`src/hdl/light_irq_map.vh`:
```
// register offsets, field positions, reset values of the light threshold interrupt logic
// assumes byte-wide register accesses from a two-wire serial front end
`ifndef LIGHT_IRQ_MAP_VH
`define LIGHT_IRQ_MAP_VH

// ----------------------------------------
// register offsets
// ----------------------------------------
`define STATUS_OFS 8'h07
`define IRQ_CONFIG_OFS 8'h19
`define PERSIST_COUNT_CFG_OFS 8'h1a
`define UPPER_LIMIT_LOW_OFS 8'h21
`define UPPER_LIMIT_MID_OFS 8'h22
`define UPPER_LIMIT_HIGH_OFS 8'h23
`define LOWER_LIMIT_LOW_OFS 8'h24
`define LOWER_LIMIT_MID_OFS 8'h25
`define LOWER_LIMIT_HIGH_OFS 8'h26

// ----------------------------------------
// field positions
// ----------------------------------------
`define LIGHT_IRQ_ENABLE_BIT 2
`define IRQ_SOURCE_SELECT_HI 5
`define IRQ_SOURCE_SELECT_LO 4
`define PERSIST_HI 7
`define PERSIST_LO 4
`define LIMIT_NIBBLE_HI 3
`define STATUS_POWER_ON_BIT 5
`define STATUS_IRQ_BIT 4
`define STATUS_DATA_NEW_BIT 3

// ----------------------------------------
// codes and reset values
// ----------------------------------------
`define SOURCE_VISIBLE 2'h1
`define SOURCE_UV 2'h3
`define IRQ_CONFIG_RESET 8'h10
`define PERSIST_COUNT_CFG_RESET 8'h00
`define LIMIT_BYTE_ONES 8'hff
`define LIMIT_NIBBLE_ONES 4'hf
`define LIMIT_BYTE_ZERO 8'h00
`define LIMIT_NIBBLE_ZERO 4'h0

`endif

```
`src/hdl/light_threshold_irq_logic.v`:
```
// threshold interrupt logic of a visible / ultraviolet light sensor
// assumes the serial front end presents byte register accesses as one-cycle strobes on
// sys_clk, and the converters present each finished result with a one-cycle done pulse
`timescale 1ns/1ns
`default_nettype none
`include "light_irq_map.vh"

module light_threshold_irq_logic (
    // clock and reset
    input wire sys_clk,
    input wire reset,
    // register port from the serial front end
    input wire [7:0] regAddr,
    input wire [7:0] regWrData,
    input wire regWrite,
    input wire regRead,
    output reg [7:0] regRdData,
    // conversion results
    input wire [19:0] visibleCount,
    input wire visibleDone,
    input wire [19:0] uvCount,
    input wire uvDone,
    // open-drain interrupt pin, driven low while pending
    output reg intPinOut,
    output reg intPinOe
);

    // ----------------------------------------
    // registers
    // ----------------------------------------
    reg [7:0] irqConfig_reg;
    reg [7:0] persistCountCfg_reg;
    reg [7:0] upperLow_reg;
    reg [7:0] upperMid_reg;
    reg [3:0] upperHigh_reg;
    reg [7:0] lowerLow_reg;
    reg [7:0] lowerMid_reg;
    reg [3:0] lowerHigh_reg;
    reg [3:0] runCount_reg;
    reg [3:0] runCount_next;
    reg irqFlag_reg;
    reg powerOnFlag_reg;
    reg dataNewFlag_reg;
    reg fire;
    reg [19:0] sample;
    reg evaluate;
    reg [7:0] statusByte;

    wire [19:0] upperLimit;
    wire [19:0] lowerLimit;
    wire [1:0] sourceSel;
    wire lightIrqEnable;
    wire [3:0] persist;
    wire statusRead;
    wire configTouch;
    wire outOfRange;

    // ----------------------------------------
    // helpers
    // ----------------------------------------
    // one 20-bit limit from its three byte registers
    function [19:0] limit_word;
        input [3:0] highNibble;
        input [7:0] midByte;
        input [7:0] lowByte;
        begin
            limit_word = {highNibble, midByte, lowByte};
        end
    endfunction

    // a high nibble reads back with its reserved bits as zeros
    function [7:0] nibble_byte;
        input [3:0] nibble;
        begin
            nibble_byte = {4'h0, nibble};
        end
    endfunction

    assign upperLimit = limit_word(upperHigh_reg, upperMid_reg, upperLow_reg);
    assign lowerLimit = limit_word(lowerHigh_reg, lowerMid_reg, lowerLow_reg);
    assign sourceSel = irqConfig_reg[`IRQ_SOURCE_SELECT_HI:`IRQ_SOURCE_SELECT_LO];
    assign lightIrqEnable = irqConfig_reg[`LIGHT_IRQ_ENABLE_BIT];
    assign persist = persistCountCfg_reg[`PERSIST_HI:`PERSIST_LO];
    assign statusRead = regRead && (regAddr == `STATUS_OFS);
    // only a change of the select or enable bits restarts the run
    assign configTouch = regWrite && (regAddr == `IRQ_CONFIG_OFS) &&
        ((regWrData[`IRQ_SOURCE_SELECT_HI:`IRQ_SOURCE_SELECT_LO] != sourceSel) ||
         (regWrData[`LIGHT_IRQ_ENABLE_BIT] != lightIrqEnable));
    assign outOfRange = (sample > upperLimit) || (sample < lowerLimit);

    // status byte built from its flag positions, reserved bits read zero
    always @* begin
        statusByte = 8'h00;
        statusByte[`STATUS_POWER_ON_BIT] = powerOnFlag_reg;
        statusByte[`STATUS_IRQ_BIT] = irqFlag_reg;
        statusByte[`STATUS_DATA_NEW_BIT] = dataNewFlag_reg;
    end

    // ----------------------------------------
    // source selection and persistence
    // ----------------------------------------
    always @* begin
        sample = 20'h00000;
        evaluate = 1'b0;
        case (sourceSel)
            `SOURCE_VISIBLE: begin
                sample = visibleCount;
                evaluate = visibleDone;
            end
            `SOURCE_UV: begin
                sample = uvCount;
                evaluate = uvDone;
            end
            default: begin
                // reserved codes evaluate nothing
                evaluate = 1'b0;
            end
        endcase
    end

    always @* begin
        runCount_next = runCount_reg;
        fire = 1'b0;
        if (configTouch) begin
            runCount_next = 4'h0;
        end else if (evaluate && lightIrqEnable) begin
            if (!outOfRange) begin
                runCount_next = 4'h0;
            end else if (runCount_reg >= persist) begin
                // saturate, so a lasting excursion fires on every further result
                fire = 1'b1;
            end else begin
                runCount_next = runCount_reg + 4'h1;
            end
        end
    end

    // ----------------------------------------
    // configuration and limit registers
    // ----------------------------------------
    always @(posedge sys_clk) begin
        if (reset) begin
            irqConfig_reg <= `IRQ_CONFIG_RESET;
            persistCountCfg_reg <= `PERSIST_COUNT_CFG_RESET;
            upperLow_reg <= `LIMIT_BYTE_ONES;
            upperMid_reg <= `LIMIT_BYTE_ONES;
            upperHigh_reg <= `LIMIT_NIBBLE_ONES;
            lowerLow_reg <= `LIMIT_BYTE_ZERO;
            lowerMid_reg <= `LIMIT_BYTE_ZERO;
            lowerHigh_reg <= `LIMIT_NIBBLE_ZERO;
        end else begin
            if (regWrite) begin
                case (regAddr)
                    `IRQ_CONFIG_OFS: irqConfig_reg <= regWrData;
                    `PERSIST_COUNT_CFG_OFS: persistCountCfg_reg <= regWrData;
                    `UPPER_LIMIT_LOW_OFS: upperLow_reg <= regWrData;
                    `UPPER_LIMIT_MID_OFS: upperMid_reg <= regWrData;
                    `UPPER_LIMIT_HIGH_OFS: upperHigh_reg <= regWrData[`LIMIT_NIBBLE_HI:0];
                    `LOWER_LIMIT_LOW_OFS: lowerLow_reg <= regWrData;
                    `LOWER_LIMIT_MID_OFS: lowerMid_reg <= regWrData;
                    `LOWER_LIMIT_HIGH_OFS: lowerHigh_reg <= regWrData[`LIMIT_NIBBLE_HI:0];
                    default: begin
                        // writes elsewhere are ignored
                    end
                endcase
            end
        end
    end

    // ----------------------------------------
    // run counter and status flags
    // ----------------------------------------
    always @(posedge sys_clk) begin
        if (reset) begin
            runCount_reg <= 4'h0;
            irqFlag_reg <= 1'b0;
            powerOnFlag_reg <= 1'b1;
            dataNewFlag_reg <= 1'b0;
        end else begin
            runCount_reg <= runCount_next;
            // set wins over the clear-on-read
            if (fire) begin
                irqFlag_reg <= 1'b1;
            end else if (statusRead) begin
                irqFlag_reg <= 1'b0;
            end
            if (statusRead) begin
                powerOnFlag_reg <= 1'b0;
            end
            if (visibleDone || uvDone) begin
                dataNewFlag_reg <= 1'b1;
            end else if (statusRead) begin
                dataNewFlag_reg <= 1'b0;
            end
        end
    end

    // ----------------------------------------
    // read data and interrupt pin
    // ----------------------------------------
    // read data stands one cycle and is zero otherwise, so a stale byte never lingers
    always @(posedge sys_clk) begin
        if (reset) begin
            regRdData <= 8'h00;
            intPinOut <= 1'b0;
            intPinOe <= 1'b0;
        end else begin
            // pin follows the pending flag one cycle late, low-active open drain
            intPinOut <= 1'b0;
            intPinOe <= irqFlag_reg;
            regRdData <= 8'h00;
            if (regRead) begin
                case (regAddr)
                    `STATUS_OFS: regRdData <= statusByte;
                    `IRQ_CONFIG_OFS: regRdData <= irqConfig_reg;
                    `PERSIST_COUNT_CFG_OFS: regRdData <= persistCountCfg_reg;
                    `UPPER_LIMIT_LOW_OFS: regRdData <= upperLow_reg;
                    `UPPER_LIMIT_MID_OFS: regRdData <= upperMid_reg;
                    `UPPER_LIMIT_HIGH_OFS: regRdData <= nibble_byte(upperHigh_reg);
                    `LOWER_LIMIT_LOW_OFS: regRdData <= lowerLow_reg;
                    `LOWER_LIMIT_MID_OFS: regRdData <= lowerMid_reg;
                    `LOWER_LIMIT_HIGH_OFS: regRdData <= nibble_byte(lowerHigh_reg);
                    default: regRdData <= 8'h00;
                endcase
            end
        end
    end

endmodule // light_threshold_irq_logic
`default_nettype wire

```
`config.mk`:
```
export PLATFORM = sky130hd
export DESIGN_NAME = light_threshold_irq_logic
export DESIGN_NICKNAME = d
export VERILOG_FILES = /design/src/hdl/light_threshold_irq_logic.v
export VERILOG_INCLUDE_DIRS = /design/src /design/src/hdl
export SDC_FILE = /design/constraint.sdc
export NUM_CORES = 1
export LEC_CHECK = 0
export BUFFER_PORTS_ARGS = -buffer_cell sky130_fd_sc_hd__buf_2
export CORE_MARGIN = 2
export CORE_UTILIZATION = 48
export CTS_BUF_LIST = sky130_fd_sc_hd__clkbuf_4
export DETAILED_ROUTE_END_ITERATION = 10
export MAX_ROUTING_LAYER = met4
export PLACE_DENSITY = 0.69
export SYNTH_ARGS = -nofsm -noshare
export SYNTH_HDL_FRONTEND = slang
export SYNTH_SLANG_ARGS = --single-unit
```
`constraint.sdc`:
```
create_clock -name sys_clk -period 3.95 [get_ports sys_clk]
set_input_delay 0.395 -clock sys_clk [delete_from_list [all_inputs] [get_ports sys_clk]]
set_output_delay 0.395 -clock sys_clk [all_outputs]
set_load 0.05 [all_outputs]
```
-- Word level (Yosys, flattened, before mapping)
Cells that the tools add are included.
- register bits: 72
- bits in latches: 0
- bits in writable memories: 0
- ROM bits: 0
- input port bits: 62
- output and inout port bits: 10
- logic and storage cells: 65
- memories: 0
- add/sub/neg operators: 1
- $mul: 0
- divide/modulo/power cells: 0
- order comparisons: 3
- equality and inequality tests: 14
- shift operators: 0
- multiplexer cells: 12
- bitwise logic cells: 1
- reduce and logical (&&, ||, !) cells: 20
- operators with widths (operator ; count):
    one-hot mux 8 bit (9 select lines) ; 1
    == test 8 x 6 -> 1 bit (second input constant) ; 6
    one-hot mux 20 bit (2 select lines) ; 1
    greater-than comparator 20 bit ; 1
    < comparator 20 bit ; 1
    AND reduction 2 bit ; 9
    == test 8 x 5 -> 1 bit (second input constant) ; 2
    == test 8 x 3 -> 1 bit (second input constant) ; 1
    2-to-1 mux 4 bit ; 2
    2-to-1 mux 1 bit ; 7
    adder 4 x 1 -> 4 bit (second input constant) ; 1
    greater-or-equal comparator 4 bit ; 1
    logical AND 1 bit ; 4
    nonzero test 2 bit ; 2
    OR reduction 2 bit ; 2
    logical OR 1 bit ; 3
    == test 2 x 1 -> 1 bit (second input constant) ; 1
    == test 2 bit (second input constant) ; 1
    != test 2 bit ; 1
    != test 2 bit (second input constant) ; 1
    one-hot mux 1 bit (2 select lines) ; 1
    != test 1 bit ; 1
    NOT 1 bit ; 1

-- Logic depth before layout (Yosys ltp)
- depth after elaboration: 8
- mapped depth: 12
- mapped depth without buffers: 10

-- Worst setup path after synthesis
No wires, ideal clock.
- kind: register -> register
- start point: reg irqConfig_reg[5]
- end point: reg runCount_reg[3]
- library setup time: 0.129 ns
- arrival: 2.679 ns
- data required time: 3.821 ns
- path slack: 1.141 ns
- cell stages (with the launch flop): 13
- path buffers: 2
- period minus slack after synthesis: 2.809 ns
- cells stage by stage: dfxtp_1 > buf_6 > clkbuf_1 > mux2i_1 > nor2_1 > ha_1 > nand4_1 > a211oi_2 > or2_4 > a2111oi_4 > a21oi_2 > o21ai_1 > o32ai_2
- longest elaborated chain between the ends: 6
- elaborated cells between the ends (all ways): 15
- those cells by class: 2 x order compare; 4 x eq/ne; 3 x mux; 6 x reduce/logical
- ends and longest elaborated chain (what ; line ; source):
    from (decl) ; light_threshold_irq_logic.v:31 ; reg [7:0] irqConfig_reg;
    from (signal assigned) ; light_threshold_irq_logic.v:143 ; irqConfig_reg <= `IRQ_CONFIG_RESET;
    from (signal assigned) ; light_threshold_irq_logic.v:154 ; `IRQ_CONFIG_OFS: irqConfig_reg <= regWrData;
    == test 2 bit / == test 2 x 1 -> 1 bit (equally long branches) ; light_threshold_irq_logic.v:105 ; case (sourceSel)
    one-hot mux 20 bit (2 select lines) ; light_threshold_irq_logic.v:105 ;
    greater-than comparator 20 bit / < comparator 20 bit (equally long branches) ; light_threshold_irq_logic.v:89 ; assign outOfRange = (sample > upperLimit) || (sample < lowerLimit);
    logical OR 1 bit ; light_threshold_irq_logic.v:89 ;
    != test 2 bit (no source line) ; n/a ;
    AND reduction 2 bit (no source line) ; n/a ;
    to (signal assigned) ; light_threshold_irq_logic.v:180 ; runCount_reg <= runCount_next;
    to (decl) ; light_threshold_irq_logic.v:39 ; reg [3:0] runCount_reg;
Several ways; a longest one is shown, not always the timed one.
A chain may end at the register's enable or synchronous reset.

-- Worst setup path in the final report
- start point: reg irqConfig_reg[5]
- end point: reg runCount_reg[1]
The elaborated chain is that of the path after synthesis.

==> impl_metrics.ini <==
[job]
cap_violations = 0

[clock_network]
clk_path_buf_depth = 2
clock_latency_ns = 0.42
clock_sinks = 72
holdBufCountCts = 0
clk_pin_slew_ns = 0.13
cts_root_buf = clkbuf_4
numCtsBuffers = 9
h-tree-depth = 3
post-cts-setup-buffers = 0
tritoncts = built
ctsResizeCount = 0

[cells_and_area]
nFillCells = 877
seq_area_sq_um = 1441
drive_gt1_share_pct = 17.32
stdcell_area_sq_um = 5145
multi_input_area_sq_um = 2794
area_growth_syn_to_layout_pct = 12.75
layout_commonest_cell = nand2_1
final_cell_mix = 79 x nand2_1, 72 x dfxtp_1, 70 x buf_2
antenna_cells = 0
nets = 734

[placed_design]
io_buffers = 70
post-dp-hpwl_microns = 10280
gp_congestion = 0.9770
place_area_sq_um = 4991

[die]
die_w_microns = 101.5
core_area_sq_um = 9240
dieArea_sq_um = 10300
fp.dieH_microns = 101.5
start_util_pct = 49.38
num_io_pins = 72
row_count = 35

[sta]
hold_viol_final = 0
max_slew_margin_pct = 29.71
hold_slack_ns = 0.2396
finalCriticalPeriod_ns = 3.142
slew_viol_final = 0
worst_slew_pin_slew_ns = 1.049
clock_skew_ns = 0.02107
period_share_pct = 79.55
max_freq_mhz = 318.2
setup_tns_ns = 0
rsz0062_at_grt = false
finalSetupViolations = 0

[detailed_routing]
wire_per_inst_microns = 17.71
post_drt_via_cell_ratio = 5.897
dr.pass1.iters = 6
drtAntennaViolNets = 0
via_count = 4505
drtIter0Drc = 483
wirelength_microns = 13530
drc = 0

[logic_synthesis]
syn_inst = 574
synth_top_area_share_pct = 31.59
synth-async-reset-ratio_pct = 0
syn_avg_cell_area_sq_um = 7.950
netlist_area_sq_um = 4563
synth_top_area_cell = dfxtp_1
yosysWarnings = 0
synth-seq-cells = 72
synth_flop_cell = dfxtp_1
synth_edf_count = 0
synth.distinct_cells = 59
netlist_top_cells_area = dfxtp_1 32%, ha_1 12%, nand2_1 6.5%
syn-num-nets = 678
synth-seq-area-share_pct = 31.59

[power_and_ir_drop]
p_leak_nw = 2.189
finalPower_mw = 1.396
irDropWorstVdd_uv = 197.8
power.density_nw_per_um2 = 271.3

[global_routing]
grt_util_all_layers_pct = 28.46
grt_pass1_wl_microns = 21810
antenna_found_initial = 0
grt-busiest-layer = met2
gr-usage-met2_pct = 42.56
grt.overflow.total = 0
grt_max_degree = 40
met3_usage_pct = 3.589
grt_use_met1_pct = 39.97
first_global_vias = 4187

[worst_setup_path]
worstSetupEndpointType = flop
cp_data_required_time_ns = 4.27
cp-start-kind = flop
critPathKind = flop to flop
arrival_ns = 3.46
ff2ff_path_depth = 10
worstPathMaxFanout = 20

[worst_hold_path]
hold_path.class = input port to flop
min_path_cells = 3

[status]
status = completed
[final cells by class]
class / count / share of cell area [%]
Clock inverter: 7 / 1.678
Inverter: 49 / 3.575
Multi-Input combinational cell: 420 / 54.30
Clock buffer: 9 / 1.313
Tap cell: 129 / 3.137
Sequential cell: 72 / 28.02
Timing Repair Buffer: 78 / 7.977
[power breakdown]
part / internal (mW) / switching [mW]
Sequential: 0.727 / 0.00116
Clock: 0.252 / 0.259
Combinational: 0.0609 / 0.0955
[critical path, cell delays in order, from the launching register on]
cell and delay, ns:
dfxtp_1 0.45, buf_4 0.37, mux2i_1 0.27, nor2_1 0.09
ha_1 0.33, and4_1 0.25, nand4_1 0.15, nor4_1 0.62
o31ai_1 0.18, a21oi_1 0.21, o22ai_1 0.12
[routing by layer]
metal / part of all wire (%) / vias up / wire length [microns]
li1: - / 2157 / -
met1: 46 / 2101 / 6164
met2: 44 / 223 / 5958
met3: 8.6 / 24 / 1157
met4: 1.8 / 0 / 248
met5: 0 / - / 0
[stage by stage]
stage	setup slack (ns)	cells	utilization (%)
finish	0.8078	764	55.68
global route	0.5768	764	55.68
CTS	0.8590	764	55.68
detailed placement	0.8624	748	54.01
global placement	1.003	748	54.01
floorplan	1.141	574	-
[cell usage after synthesis (4+ instances only)]
cell and number:
a21oi_1 53, o22ai_1 4, nand2b_1 4, nand3_1 53
dfxtp_1 72, o211ai_1 14, nor2_1 39, clkbuf_1 23
nand4_1 5, a22oi_1 8, mux2i_1 24, inv_1 48
a221oi_1 5, a21o_1 11, buf_2 7, ha_1 42
xnor2_1 4, nor2b_1 8, o21ai_0 5, a222oi_1 7
a31oi_1 6, nand2_1 79
[worst paths after layout]
kind	startpoint	end	slack (ns)
worst max-delay path	irqConfig_reg[5]	runCount_reg[1]	0.81
worst max register to register	irqConfig_reg[5]	runCount_reg[1]	0.81
worst min-delay path	uvDone	dataNewFlag_reg	0.24
worst min register to register	persistCountCfg_reg[2]	persistCountCfg_reg[2]	0.47
[cells by family after synthesis]
family	after synthesis	share of synthesized area [%]
flops	72	31.59
buf+inv	82	7.184
fa+ha+maj	43	11.74
simple gates	208	21.61
mux	26	5.923
compound gates	137	20.92
other cells	1	0.08218
xor+xnor	5	0.9596
No activity file was read; power rests on OpenSTA's default activity.
